===== src/rtl/dps_map.svh =====
// Purpose: register offsets, setting limits, reset values and timing counts of the protection supervisor
// Assumes: AXI4-Lite slave with 32-bit data, one aligned word per register
// Notes: definitions only
`ifndef DPS_MAP_SVH
`define DPS_MAP_SVH
`define DPS_OFS_SEL 8'h00
`define DPS_OFS_LVL 8'h04
`define DPS_OFS_OVP 8'h08
`define DPS_OFS_OLC 8'h0C
`define DPS_OFS_OTQ 8'h10
`define DPS_OFS_FAN 8'h14
`define DPS_OFS_STAT 8'h18
`define DPS_SEL_RST 4'h0
`define DPS_LVL_RST 24'h96_9696
`define DPS_LVL_MIN 8'h32
`define DPS_LVL_MAX 8'hC8
`define DPS_OVP_RST 16'h0F3C
`define DPS_OVP_LO_MIN 16'h0DAC
`define DPS_OVP_LO_MAX 16'h0F3C
`define DPS_OVP_HI_MIN 16'h1B58
`define DPS_OVP_HI_MAX 16'h1E78
`define DPS_OTQ_THR_RST 9'h096
`define DPS_OTQ_THR_MIN 9'h01E
`define DPS_OTQ_THR_MAX 9'h12C
`define DPS_OTQ_DLY_RST 8'h00
`define DPS_OTQ_DLY_MAX 8'hFA
`define DPS_CT_CONT 8'h67
`define DPS_CT_ONEMIN 8'h96
`define DPS_VT_CONT 8'h71
`define DPS_VT_ONEMIN 8'h7B
`define DPS_MFO_OTQ 8'h0C
`define DPS_CLK_HZ 125000000
`define DPS_TICK_MS 100
`define DPS_TICK_CYC ((`DPS_CLK_HZ / 1000) * `DPS_TICK_MS)
`define DPS_OL_LIMIT 24'h00_2328
`define DPS_FAN_ON_C 8'h37
`define DPS_FAN_OFF_C 8'h32
`endif


===== src/rtl/dps_pkg.sv =====
// Purpose: types shared by the protection supervisor
// Assumes: nothing beyond the map header
// Notes: run state arrives from the output stage controller
package dps_pkg;
   typedef enum logic [1:0] {
      DPS_IDLE = 2'b00,
      DPS_ACCEL = 2'b01,
      DPS_DECEL = 2'b10,
      DPS_RUN = 2'b11
   } dps_phase_t;
   typedef struct packed {
      logic [7:0] current_pct;
      logic [8:0] torque_pct;
      logic [15:0] bus_dv;
      logic [7:0] speed_pct;
      logic [7:0] temp_c;
   } dps_meas_t;
   typedef struct packed {
      logic hold_ramp;
      logic force_decel;
      logic coast_stop;
   } dps_ctl_t;
endpackage : dps_pkg


===== src/rtl/dps_supervisor.sv =====
// Purpose: trip prevention, motor overload model, over-torque detection and fan control for a drive inverter
// Assumes: measurements arrive synchronous to clk; operator reset is a pin and is synchronised here
// Notes: registers over AXI4-Lite; bus voltage in tenths of a volt; times in 0.1 s ticks
`include "dps_map.svh"

// What this block does
// - four selection bits disable accel, decel, run stall and run overvoltage prevention.
// - accel, decel and run stall levels programmable fifty to two hundred percent.
// - run overvoltage level in tenths of a volt, low class range or doubled high class range.
// - accelerating with prevention on, hold ramp when current exceeds accel level.
// - decelerating with prevention on, hold ramp when bus voltage rises too high.
// - in run, excess torque forces deceleration until torque settles again.
// - overload enable setting zero turns the overload model on, one off.
// - motor type selects standard or inverter-duty overload model.
// - constant torque curve: unlimited below 103 percent, one minute at 150.
// - variable torque curve: continuous 113 percent, one minute at 123.
// - overload threshold drops at low speed on standard motors for reduced cooling.
// - overload action zero: coast, flash flag, wait for reset.
// - overload action one: keep running, flag clears at continuous level.
// - over-torque mode zero off, one at set frequency, two (or three) in every phase but idle.
// - over-torque declared after threshold exceeded continuously for the delay.
// - over-torque action zero: coast, flash flag, wait for reset.
// - over-torque action one: keep running, flag until torque below threshold.
// - multifunction output with code twelve follows the over-torque condition.
// - fan mode: temperature, while running, always on, always off.
module dps_supervisor
   import dps_pkg::*;
#(
   parameter int TICK_CYC = `DPS_TICK_CYC
) (
   // clock and reset
   input wire logic clk,
   input wire logic rst,
   // axi4-lite slave
   input wire logic [7:0] s_axi_awaddr,
   input wire logic s_axi_awvalid,
   output logic s_axi_awready,
   input wire logic [31:0] s_axi_wdata,
   input wire logic [3:0] s_axi_wstrb,
   input wire logic s_axi_wvalid,
   output logic s_axi_wready,
   output logic [1:0] s_axi_bresp,
   output logic s_axi_bvalid,
   input wire logic s_axi_bready,
   input wire logic [7:0] s_axi_araddr,
   input wire logic s_axi_arvalid,
   output logic s_axi_arready,
   output logic [31:0] s_axi_rdata,
   output logic [1:0] s_axi_rresp,
   output logic s_axi_rvalid,
   input wire logic s_axi_rready,
   // output stage
   input wire dps_phase_t phase,
   input wire logic at_set_freq,
   input wire dps_meas_t meas,
   input wire logic high_class,
   input wire logic fault_reset_pin,
   output dps_ctl_t ctl,
   // indications
   output logic motor_overload_flag,
   output logic overtorque_flag,
   output logic bus_overvoltage_indication,
   output logic heatsink_overheat,
   output logic mfo,
   output logic fan_on
);
   // configuration registers
   logic [3:0] sel;
   logic [7:0] lvl_acc, lvl_dec, lvl_run;
   logic [15:0] ovp_lvl;
   logic ol_off, ol_inv_motor, ol_vt, ol_act;
   logic [1:0] otq_mode;
   logic otq_act;
   logic [8:0] otq_thr;
   logic [7:0] otq_dly;
   logic [1:0] fan_mode;
   logic [7:0] mfo_func;
   // state
   logic [1:0] rst_sync;
   logic rst_sync_q;
   logic [31:0] tick_cnt;
   logic tick;
   logic [23:0] ol_acc;
   logic ol_trip_latched, otq_trip_latched;
   logic [7:0] otq_cnt;
   logic [3:0] blink_cnt;
   logic aw_held, w_held;
   logic [7:0] aw_addr;
   logic [31:0] w_data;

   // operator reset pin, synchronised and edge detected
   always_ff @(posedge clk) begin
      if (rst) begin
         rst_sync <= 2'b00;
         rst_sync_q <= 1'b0;
      end else begin
         rst_sync <= {rst_sync[0], fault_reset_pin};
         rst_sync_q <= rst_sync[1];
      end
   end
   wire fault_clear = rst_sync[1] & ~rst_sync_q;

   // 0.1 s tick for delays and the thermal model
   wire tick_wrap = (tick_cnt == TICK_CYC - 1);
   always_ff @(posedge clk) begin
      if (rst) begin
         tick_cnt <= 32'h0000_0000;
         tick <= 1'b0;
      end else begin
         tick_cnt <= tick_wrap ? 32'h0000_0000 : tick_cnt + 32'h0000_0001;
         tick <= tick_wrap;
      end
   end

   // trip prevention
   wire accel_on = (phase == DPS_ACCEL) & ~sel[0];
   wire decel_on = (phase == DPS_DECEL) & ~sel[1];
   wire run_stall_on = (phase == DPS_RUN) & ~sel[2];
   wire run_ovp_on = (phase == DPS_RUN) & ~sel[3];
   wire over_acc = meas.current_pct > lvl_acc;
   wire over_decv = meas.bus_dv > ovp_lvl;
   wire over_run_tq = meas.torque_pct > {1'b0, lvl_run};
   wire next_hold = (accel_on & over_acc)
      | (decel_on & (over_decv | meas.current_pct > lvl_dec))
      | (run_ovp_on & over_decv);
   wire next_force = run_stall_on & over_run_tq;

   // overload model: heat accumulates above the continuous level
   wire [7:0] cont_base = ol_vt ? `DPS_VT_CONT : `DPS_CT_CONT;
   wire [7:0] onemin_lvl = ol_vt ? `DPS_VT_ONEMIN : `DPS_CT_ONEMIN;
   // standard motors lose cooling below half speed; inverter-duty motors keep it
   wire low_speed = ~ol_inv_motor & (meas.speed_pct < 8'h32);
   wire [7:0] cont_lvl = low_speed ? (cont_base - (cont_base >> 2)) : cont_base;
   wire [7:0] excess = (meas.current_pct > cont_lvl) ? meas.current_pct - cont_lvl : 8'h00;
   wire [7:0] span = onemin_lvl - cont_base;
   // one minute at the one-minute level fills the limit: 600 ticks of 15 each when excess equals span
   wire [23:0] heat_step = ({16'h0000, excess} * 24'h00_000F) / {16'h0000, span};
   wire [23:0] limit = `DPS_OL_LIMIT;
   wire ol_over = ol_acc >= limit;
   always_ff @(posedge clk) begin
      if (rst | ol_off) begin
         ol_acc <= 24'h00_0000;
      end else if (tick) begin
         if (excess != 8'h00) begin
            ol_acc <= ol_over ? ol_acc : ol_acc + heat_step;
         end else begin
            ol_acc <= (ol_acc > 24'h00_000F) ? ol_acc - 24'h00_000F : 24'h00_0000;
         end
      end
   end
   wire ol_event = ~ol_off & ol_over;

   // over-torque detection
   wire otq_window = (otq_mode == 2'd2) ? (phase != DPS_IDLE)
      : (otq_mode == 2'd1) ? (at_set_freq & phase != DPS_IDLE) : 1'b0;
   wire otq_above = otq_window & (meas.torque_pct > otq_thr);
   wire otq_det = otq_above & (otq_cnt >= otq_dly);
   always_ff @(posedge clk) begin
      if (rst | ~otq_above) begin
         otq_cnt <= 8'h00;
      end else if (tick && otq_cnt != 8'hFF) begin
         otq_cnt <= otq_cnt + 8'h01;
      end
   end

   // latched trips; a new trip in the clearing cycle wins
   always_ff @(posedge clk) begin
      if (rst) begin
         ol_trip_latched <= 1'b0;
         otq_trip_latched <= 1'b0;
      end else begin
         ol_trip_latched <= (ol_event & ~ol_act) | (ol_trip_latched & ~fault_clear);
         otq_trip_latched <= (otq_det & ~otq_act) | (otq_trip_latched & ~fault_clear);
      end
   end
   wire ol_show = ol_trip_latched | (ol_act & ol_event & meas.current_pct > cont_lvl);
   wire otq_show = otq_trip_latched | (otq_act & otq_det);

   // fan with hysteresis in auto mode
   logic next_fan;
   always_comb begin
      case (fan_mode)
         2'd0: next_fan = (meas.temp_c >= `DPS_FAN_ON_C) | (fan_on & meas.temp_c > `DPS_FAN_OFF_C);
         2'd1: next_fan = phase != DPS_IDLE;
         2'd2: next_fan = 1'b1;
         default: next_fan = 1'b0;
      endcase
   end

   // outputs registered; flags flash at about 0.8 s period
   always_ff @(posedge clk) begin
      if (rst) begin
         blink_cnt <= 4'h0;
         ctl <= '0;
         motor_overload_flag <= 1'b0;
         overtorque_flag <= 1'b0;
         bus_overvoltage_indication <= 1'b0;
         heatsink_overheat <= 1'b0;
         mfo <= 1'b0;
         fan_on <= 1'b0;
      end else begin
         if (tick) begin
            blink_cnt <= blink_cnt + 4'h1;
         end
         ctl.hold_ramp <= next_hold & ~ctl.coast_stop;
         ctl.force_decel <= next_force & ~ctl.coast_stop;
         ctl.coast_stop <= ol_trip_latched | otq_trip_latched;
         motor_overload_flag <= ol_show & blink_cnt[2];
         overtorque_flag <= otq_show & blink_cnt[2];
         bus_overvoltage_indication <= over_decv & (decel_on | run_ovp_on);
         heatsink_overheat <= meas.temp_c >= `DPS_FAN_ON_C;
         mfo <= (mfo_func == `DPS_MFO_OTQ) & (otq_det | otq_trip_latched);
         fan_on <= next_fan;
      end
   end

   // write channel: address and data taken in either order
   wire wr_go = aw_held & w_held & ~s_axi_bvalid;
   function automatic logic [7:0] clamp8(input logic [7:0] v);
      clamp8 = (v < `DPS_LVL_MIN) ? `DPS_LVL_MIN : (v > `DPS_LVL_MAX) ? `DPS_LVL_MAX : v;
   endfunction : clamp8
   wire [15:0] ovp_min = high_class ? `DPS_OVP_HI_MIN : `DPS_OVP_LO_MIN;
   wire [15:0] ovp_max = high_class ? `DPS_OVP_HI_MAX : `DPS_OVP_LO_MAX;
   wire [15:0] ovp_in = w_data[15:0];
   wire [15:0] ovp_clamped = (ovp_in < ovp_min) ? ovp_min : (ovp_in > ovp_max) ? ovp_max : ovp_in;
   wire [8:0] thr_in = w_data[8:0];
   wire [8:0] thr_clamped = (thr_in < `DPS_OTQ_THR_MIN) ? `DPS_OTQ_THR_MIN
      : (thr_in > `DPS_OTQ_THR_MAX) ? `DPS_OTQ_THR_MAX : thr_in;
   wire [7:0] dly_clamped = (w_data[23:16] > `DPS_OTQ_DLY_MAX) ? `DPS_OTQ_DLY_MAX : w_data[23:16];
   wire wr_ok = (aw_addr <= `DPS_OFS_STAT) & (aw_addr[1:0] == 2'b00);

   always_ff @(posedge clk) begin
      if (rst) begin
         aw_held <= 1'b0;
         w_held <= 1'b0;
         aw_addr <= 8'h00;
         w_data <= 32'h0000_0000;
         s_axi_awready <= 1'b0;
         s_axi_wready <= 1'b0;
         s_axi_bvalid <= 1'b0;
         s_axi_bresp <= 2'b00;
      end else begin
         s_axi_awready <= ~aw_held & ~s_axi_awready & s_axi_awvalid;
         s_axi_wready <= ~w_held & ~s_axi_wready & s_axi_wvalid;
         if (s_axi_awvalid & s_axi_awready) begin
            aw_held <= 1'b1;
            aw_addr <= s_axi_awaddr;
         end
         if (s_axi_wvalid & s_axi_wready) begin
            w_held <= 1'b1;
            w_data <= s_axi_wdata;
         end
         if (wr_go) begin
            aw_held <= 1'b0;
            w_held <= 1'b0;
            s_axi_bvalid <= 1'b1;
            s_axi_bresp <= wr_ok ? 2'b00 : 2'b10;
         end else if (s_axi_bvalid & s_axi_bready) begin
            s_axi_bvalid <= 1'b0;
         end
      end
   end

   // register stores; full words only, strobes must all be set
   wire wr_en = wr_go & (s_axi_wstrb == 4'hF);
   always_ff @(posedge clk) begin
      if (rst) begin
         sel <= `DPS_SEL_RST;
         {lvl_run, lvl_dec, lvl_acc} <= `DPS_LVL_RST;
         ovp_lvl <= `DPS_OVP_RST;
         {ol_act, ol_vt, ol_inv_motor, ol_off} <= 4'h0;
         {otq_act, otq_mode} <= 3'b000;
         otq_thr <= `DPS_OTQ_THR_RST;
         otq_dly <= `DPS_OTQ_DLY_RST;
         fan_mode <= 2'd0;
         mfo_func <= 8'h00;
      end else if (wr_en) begin
         case (aw_addr)
            `DPS_OFS_SEL: sel <= w_data[3:0];
            `DPS_OFS_LVL: begin
               lvl_acc <= clamp8(w_data[7:0]);
               lvl_dec <= clamp8(w_data[15:8]);
               lvl_run <= clamp8(w_data[23:16]);
            end
            `DPS_OFS_OVP: ovp_lvl <= ovp_clamped;
            `DPS_OFS_OLC: {ol_act, ol_vt, ol_inv_motor, ol_off} <= w_data[3:0];
            `DPS_OFS_OTQ: begin
               otq_mode <= (w_data[25:24] == 2'd3) ? 2'd2 : w_data[25:24];
               otq_act <= w_data[26];
               otq_thr <= thr_clamped;
               otq_dly <= dly_clamped;
            end
            `DPS_OFS_FAN: begin
               fan_mode <= w_data[1:0];
               mfo_func <= w_data[15:8];
            end
            default: begin
            end
         endcase
      end
   end

   // read channel
   logic [31:0] rd_word;
   logic rd_hit;
   always_comb begin
      rd_hit = 1'b1;
      case (s_axi_araddr)
         `DPS_OFS_SEL: rd_word = {28'h000_0000, sel};
         `DPS_OFS_LVL: rd_word = {8'h00, lvl_run, lvl_dec, lvl_acc};
         `DPS_OFS_OVP: rd_word = {16'h0000, ovp_lvl};
         `DPS_OFS_OLC: rd_word = {28'h000_0000, ol_act, ol_vt, ol_inv_motor, ol_off};
         `DPS_OFS_OTQ: rd_word = {5'h00, otq_act, otq_mode, otq_dly, 7'h00, otq_thr};
         `DPS_OFS_FAN: rd_word = {16'h0000, mfo_func, 6'h00, fan_mode};
         `DPS_OFS_STAT: rd_word = {ol_acc, ctl.coast_stop, fan_on, mfo, otq_show,
            ol_show, ctl.force_decel, ctl.hold_ramp, ol_trip_latched | otq_trip_latched};
         default: begin
            rd_word = 32'h0000_0000;
            rd_hit = 1'b0;
         end
      endcase
   end
   always_ff @(posedge clk) begin
      if (rst) begin
         s_axi_arready <= 1'b0;
         s_axi_rvalid <= 1'b0;
         s_axi_rdata <= 32'h0000_0000;
         s_axi_rresp <= 2'b00;
      end else begin
         s_axi_arready <= ~s_axi_arready & ~s_axi_rvalid & s_axi_arvalid;
         if (s_axi_arvalid & s_axi_arready) begin
            s_axi_rvalid <= 1'b1;
            s_axi_rdata <= rd_word;
            s_axi_rresp <= rd_hit ? 2'b00 : 2'b10;
         end else if (s_axi_rvalid & s_axi_rready) begin
            s_axi_rvalid <= 1'b0;
         end
      end
   end
endmodule : dps_supervisor


===== config.mk =====
export PLATFORM = sky130hd
export DESIGN_NAME = dps_supervisor
export DESIGN_NICKNAME = d
export VERILOG_FILES = /design/src/rtl/dps_pkg.sv /design/src/rtl/dps_supervisor.sv
export VERILOG_INCLUDE_DIRS = /design/src /design/src/rtl
export SDC_FILE = /design/constraint.sdc
export NUM_CORES = 1
export LEC_CHECK = 0
export ABC_AREA = 1
export BUFFER_PORTS_ARGS = -buffer_cell sky130_fd_sc_hd__buf_2
export CAP_MARGIN = 5
export CORE_MARGIN = 2
export CORE_UTILIZATION = 60
export CTS_BUF_LIST = sky130_fd_sc_hd__clkbuf_8
export CTS_CLUSTER_SIZE = 8
export DETAILED_ROUTE_END_ITERATION = 10
export PLACE_DENSITY = 0.81
export SLEW_MARGIN = 20
export SYNTH_ARGS = -nofsm -noshare
export SYNTH_HDL_FRONTEND = slang
export SYNTH_SLANG_ARGS = --single-unit

===== constraint.sdc =====
create_clock -name clk -period 22.9 [get_ports clk]
set_input_delay 2.29 -clock clk [delete_from_list [all_inputs] [get_ports clk]]
set_output_delay 2.29 -clock clk [all_outputs]
set_load 0.02 [all_outputs]

==> impl_metrics.toml <==
[global_routing]
grt_pass1_vias = 16400
grt_pass1_wl_um = 80000
overflow = 0
antenna_found_initial = 0
grt_start_max_net_pins = 77
grtUsageTotal_pct = 33.4

[drt]
drt_iter0_drc = 1783
wl_per_cell_um = 16.2
vias = 17700
detail-route-antenna-nets = 0
firstDrtPassIters = 6
routed_via_density = 5.76
routed_wl_um = 49700
drc = 0

[floorplan]
rows = 61
dieWidth_um = 172
core_mm2 = 0.0279
die-area_mm2 = 0.0297
initial_core_util_pct = 61.0
die_h_um = 172
pin_count = 163

[sta]
min_period_ps = 21080
post-route-period-util_pct = 92.0
report.final.slew_viol_count = 0
hold_viol = 0
skew_ps = 32.5
finalSetupTns_ps = 0
slew_headroom_pct = 26.9
worst_pin_slew_ps = 1090
setup_viol = 0
fmax_mhz = 47.4
rsz0062_at_grt = "false"

[setup_path]
crit_fanout = 16
rrSetupSlack_ps = 3310
critPathMostFrequentCell = "inv_1"
crit_path_end_kind = "register"
crit_type = "in -> reg"
reg2reg_to = "ol_acc[22]"
cp_data_arrival_time_ps = 21500
critPathRequiredTime_ps = 23320
cp_slowest_cell = "fa_1"
r2r_cells = 122
setup.worst_path.start_class = "primary input"
r2r_start = "ol_vt"
cp_slowest_stage_delay_ps = 530
cp_top_family = "simple AND/OR/NAND/NOR gates"
path_buf_inv = 19

[placement]
port_buffers = 154
hpwl_um = 38000
gp_congestion = 0.961

[synthesis]
synth_xor_area_share_pct = 3.09
synthSimpleGateAreaFrac_pct = 29.3
syn_area_mm2 = 0.0170
yosysWarningCount = 0
synthArstFlopShare_pct = 0
ys.flop_type = "dfxtp_1"
synth_top_family_by_area = "simple AND/OR/NAND/NOR gates"
synthMuxAreaShare_pct = 0
synth-seq-cells = 236
ys_types = 66
ys_seq_area_share_pct = 27.8
netlist_instances = 2522
synth_edf_count = 0
synth_compound_area_share_pct = 18.1
synth_fa_ha_area_share_pct = 11.5
avgSynthCellArea_um2 = 6.74

[final_layout]
nFillCells = 2493
multiInputGateArea_mm2 = 0.0106
layout_commonest_cell = "nand2_1"
antenna_cells = 0
ff_latch_area_mm2 = 0.00472
layout_common_cells = "481 x nand2_1, 384 x inv_1, 236 x dfxtp_1"
area_delta_synth_final_pct = 11.6
drive_gt1_share_pct = 12.4
nNetsFinal = 2927

[clocking]
clk_pin_slew_ps = 60
clock_sinks = 236
cts_buffer_depth = 3
cts_tree = "done"
clkLatencyLatePin_ps = 590
cts_hold_buf = 0
postCtsSetupBuffers = 0
ctsHtreeMaxLevel = 2
cts_inserted_buffers = 42
root_buffer = "clkbuf_8"

[run_status]
status = "finished clean"

[worst_hold_path]
min_path_type = "reg -> reg"
holdPathStages = 2
min_to = "rst_sync[1]"
holdCritStartpoint = "rst_sync[0]"

[flow_run]
maxCapViolations = 0
-- flip-flops by register name, summed over array words and instances, names as in the netlist, 2 cells and up --
signal       count
rst_sync         2
otq_cnt          8
otq_thr          9
s_axi_rdata     32
lvl_dec          8
blink_cnt        3
mfo_func         8
ol_acc          24
w_data          27
ovp_lvl         16
fan_mode         2
ctl              3
aw_addr          8
otq_mode         2
lvl_acc          8
tick_cnt        32
sel              4
otq_dly          8
lvl_run          8
-- metrics by stage --
step / instance area [µm²] / hold slack [ps] / setup WS (ps) / utilization (%) / instances
3_5_place_dp: 18100 / 400 / 1210 / 64.9 / 2999
6_report: 19000 / 408 / 1820 / 68.1 / 3071
2_1_floorplan: 17000 / 388 / 4300 / - / 2524
3_3_place_gp: 18100 / 406 / 1540 / 64.9 / 2999
4_1_cts: 18900 / 409 / 1660 / 68.0 / 3071
5_1_grt: 19000 / 437 / 150 / 68.1 / 3071
-- cell usage after synthesis (10+ instances only) --
library cell  number  area (µm²)
nand3_1          141         706
a21oi_1          201        1010
o21ai_0          182         911
xnor2_1           16         140
a31oi_1           15        93.8
fa_1              12         240
inv_1            372        1400
inv_2             10        37.5
o211ai_1          24         180
xor2_1            44         385
nor2_1           229         860
nand4_1           52         325
a211oi_1          22         165
clkbuf_1          62         233
ha_1             137        1710
a221oi_1          14         123
dfxtp_1          236        4720
o22ai_1           22         138
nand2_1          481        1810
o221ai_1          10        87.6
nor3_1            63         315
nor4_1            13        81.3
nand2_2           38         238
-- cell families after synthesis --
logic type | count (synthesis)
AO/OA/AOI/OAI | 537
XOR/XNOR | 60
adder cells (fa/ha/maj) | 149
buffers and inverters | 456
flip-flops | 236
other | 1
AND/OR/NAND/NOR | 1083
-- layout make-up --
cell class / instances / area share [%]
Sequential cell: 236 / 24.9
Timing Repair Buffer: 166 / 4.54
Tap cell: 378 / 2.49
Inverter: 387 / 7.66
Clock inverter: 22 / 0.970
Clock buffer: 50 / 3.63
Multi-Input combinational cell: 1832 / 55.8
-- worst reg2reg max path, delay by kind of cell, from the launching register on --
family	cells	cell delay (ps)
flops	1	290
simple gates	66	7790
xor+xnor	9	1810
buf+inv	20	2200
compound gates	11	2090
fa+ha+maj	16	5230
-- how the worst max path moves through the flow --
stage	end	cells past startpoint	slack, ps	from
after global routing	ol_acc[22]	124	150	meas[10]
final	ol_acc[22]	123	1820	meas[10]
after floorplan	ol_acc[22]	125	4300	meas[10]
after global placement	ol_acc[22]	122	1540	meas[10]
after CTS	ol_acc[22]	124	1660	meas[10]
after detailed placement	ol_acc[22]	124	1210	meas[10]
-- repair_timing --
item | in CTS | in global routing
hold endpoints to repair | 0 | 0
setup endpoints to repair | 0 | 5
resized for setup | 0 | 3
-- layer usage --
metal | global-route usage (%) | vias to the layer above | part of all wire [%]
met2 | 53.8 | 773 | 44
met1 | 45.1 | 8101 | 43
met3 | 5.61 | 133 | 9.7
met4 | 12.1 | 0 | 3.4
met5 | 0 | - | 0
li1 | - | 8695 | -
Power is left out: the tool's default activity adds up to more than one toggle a clock period on the data nets, which glitch-free logic cannot reach.
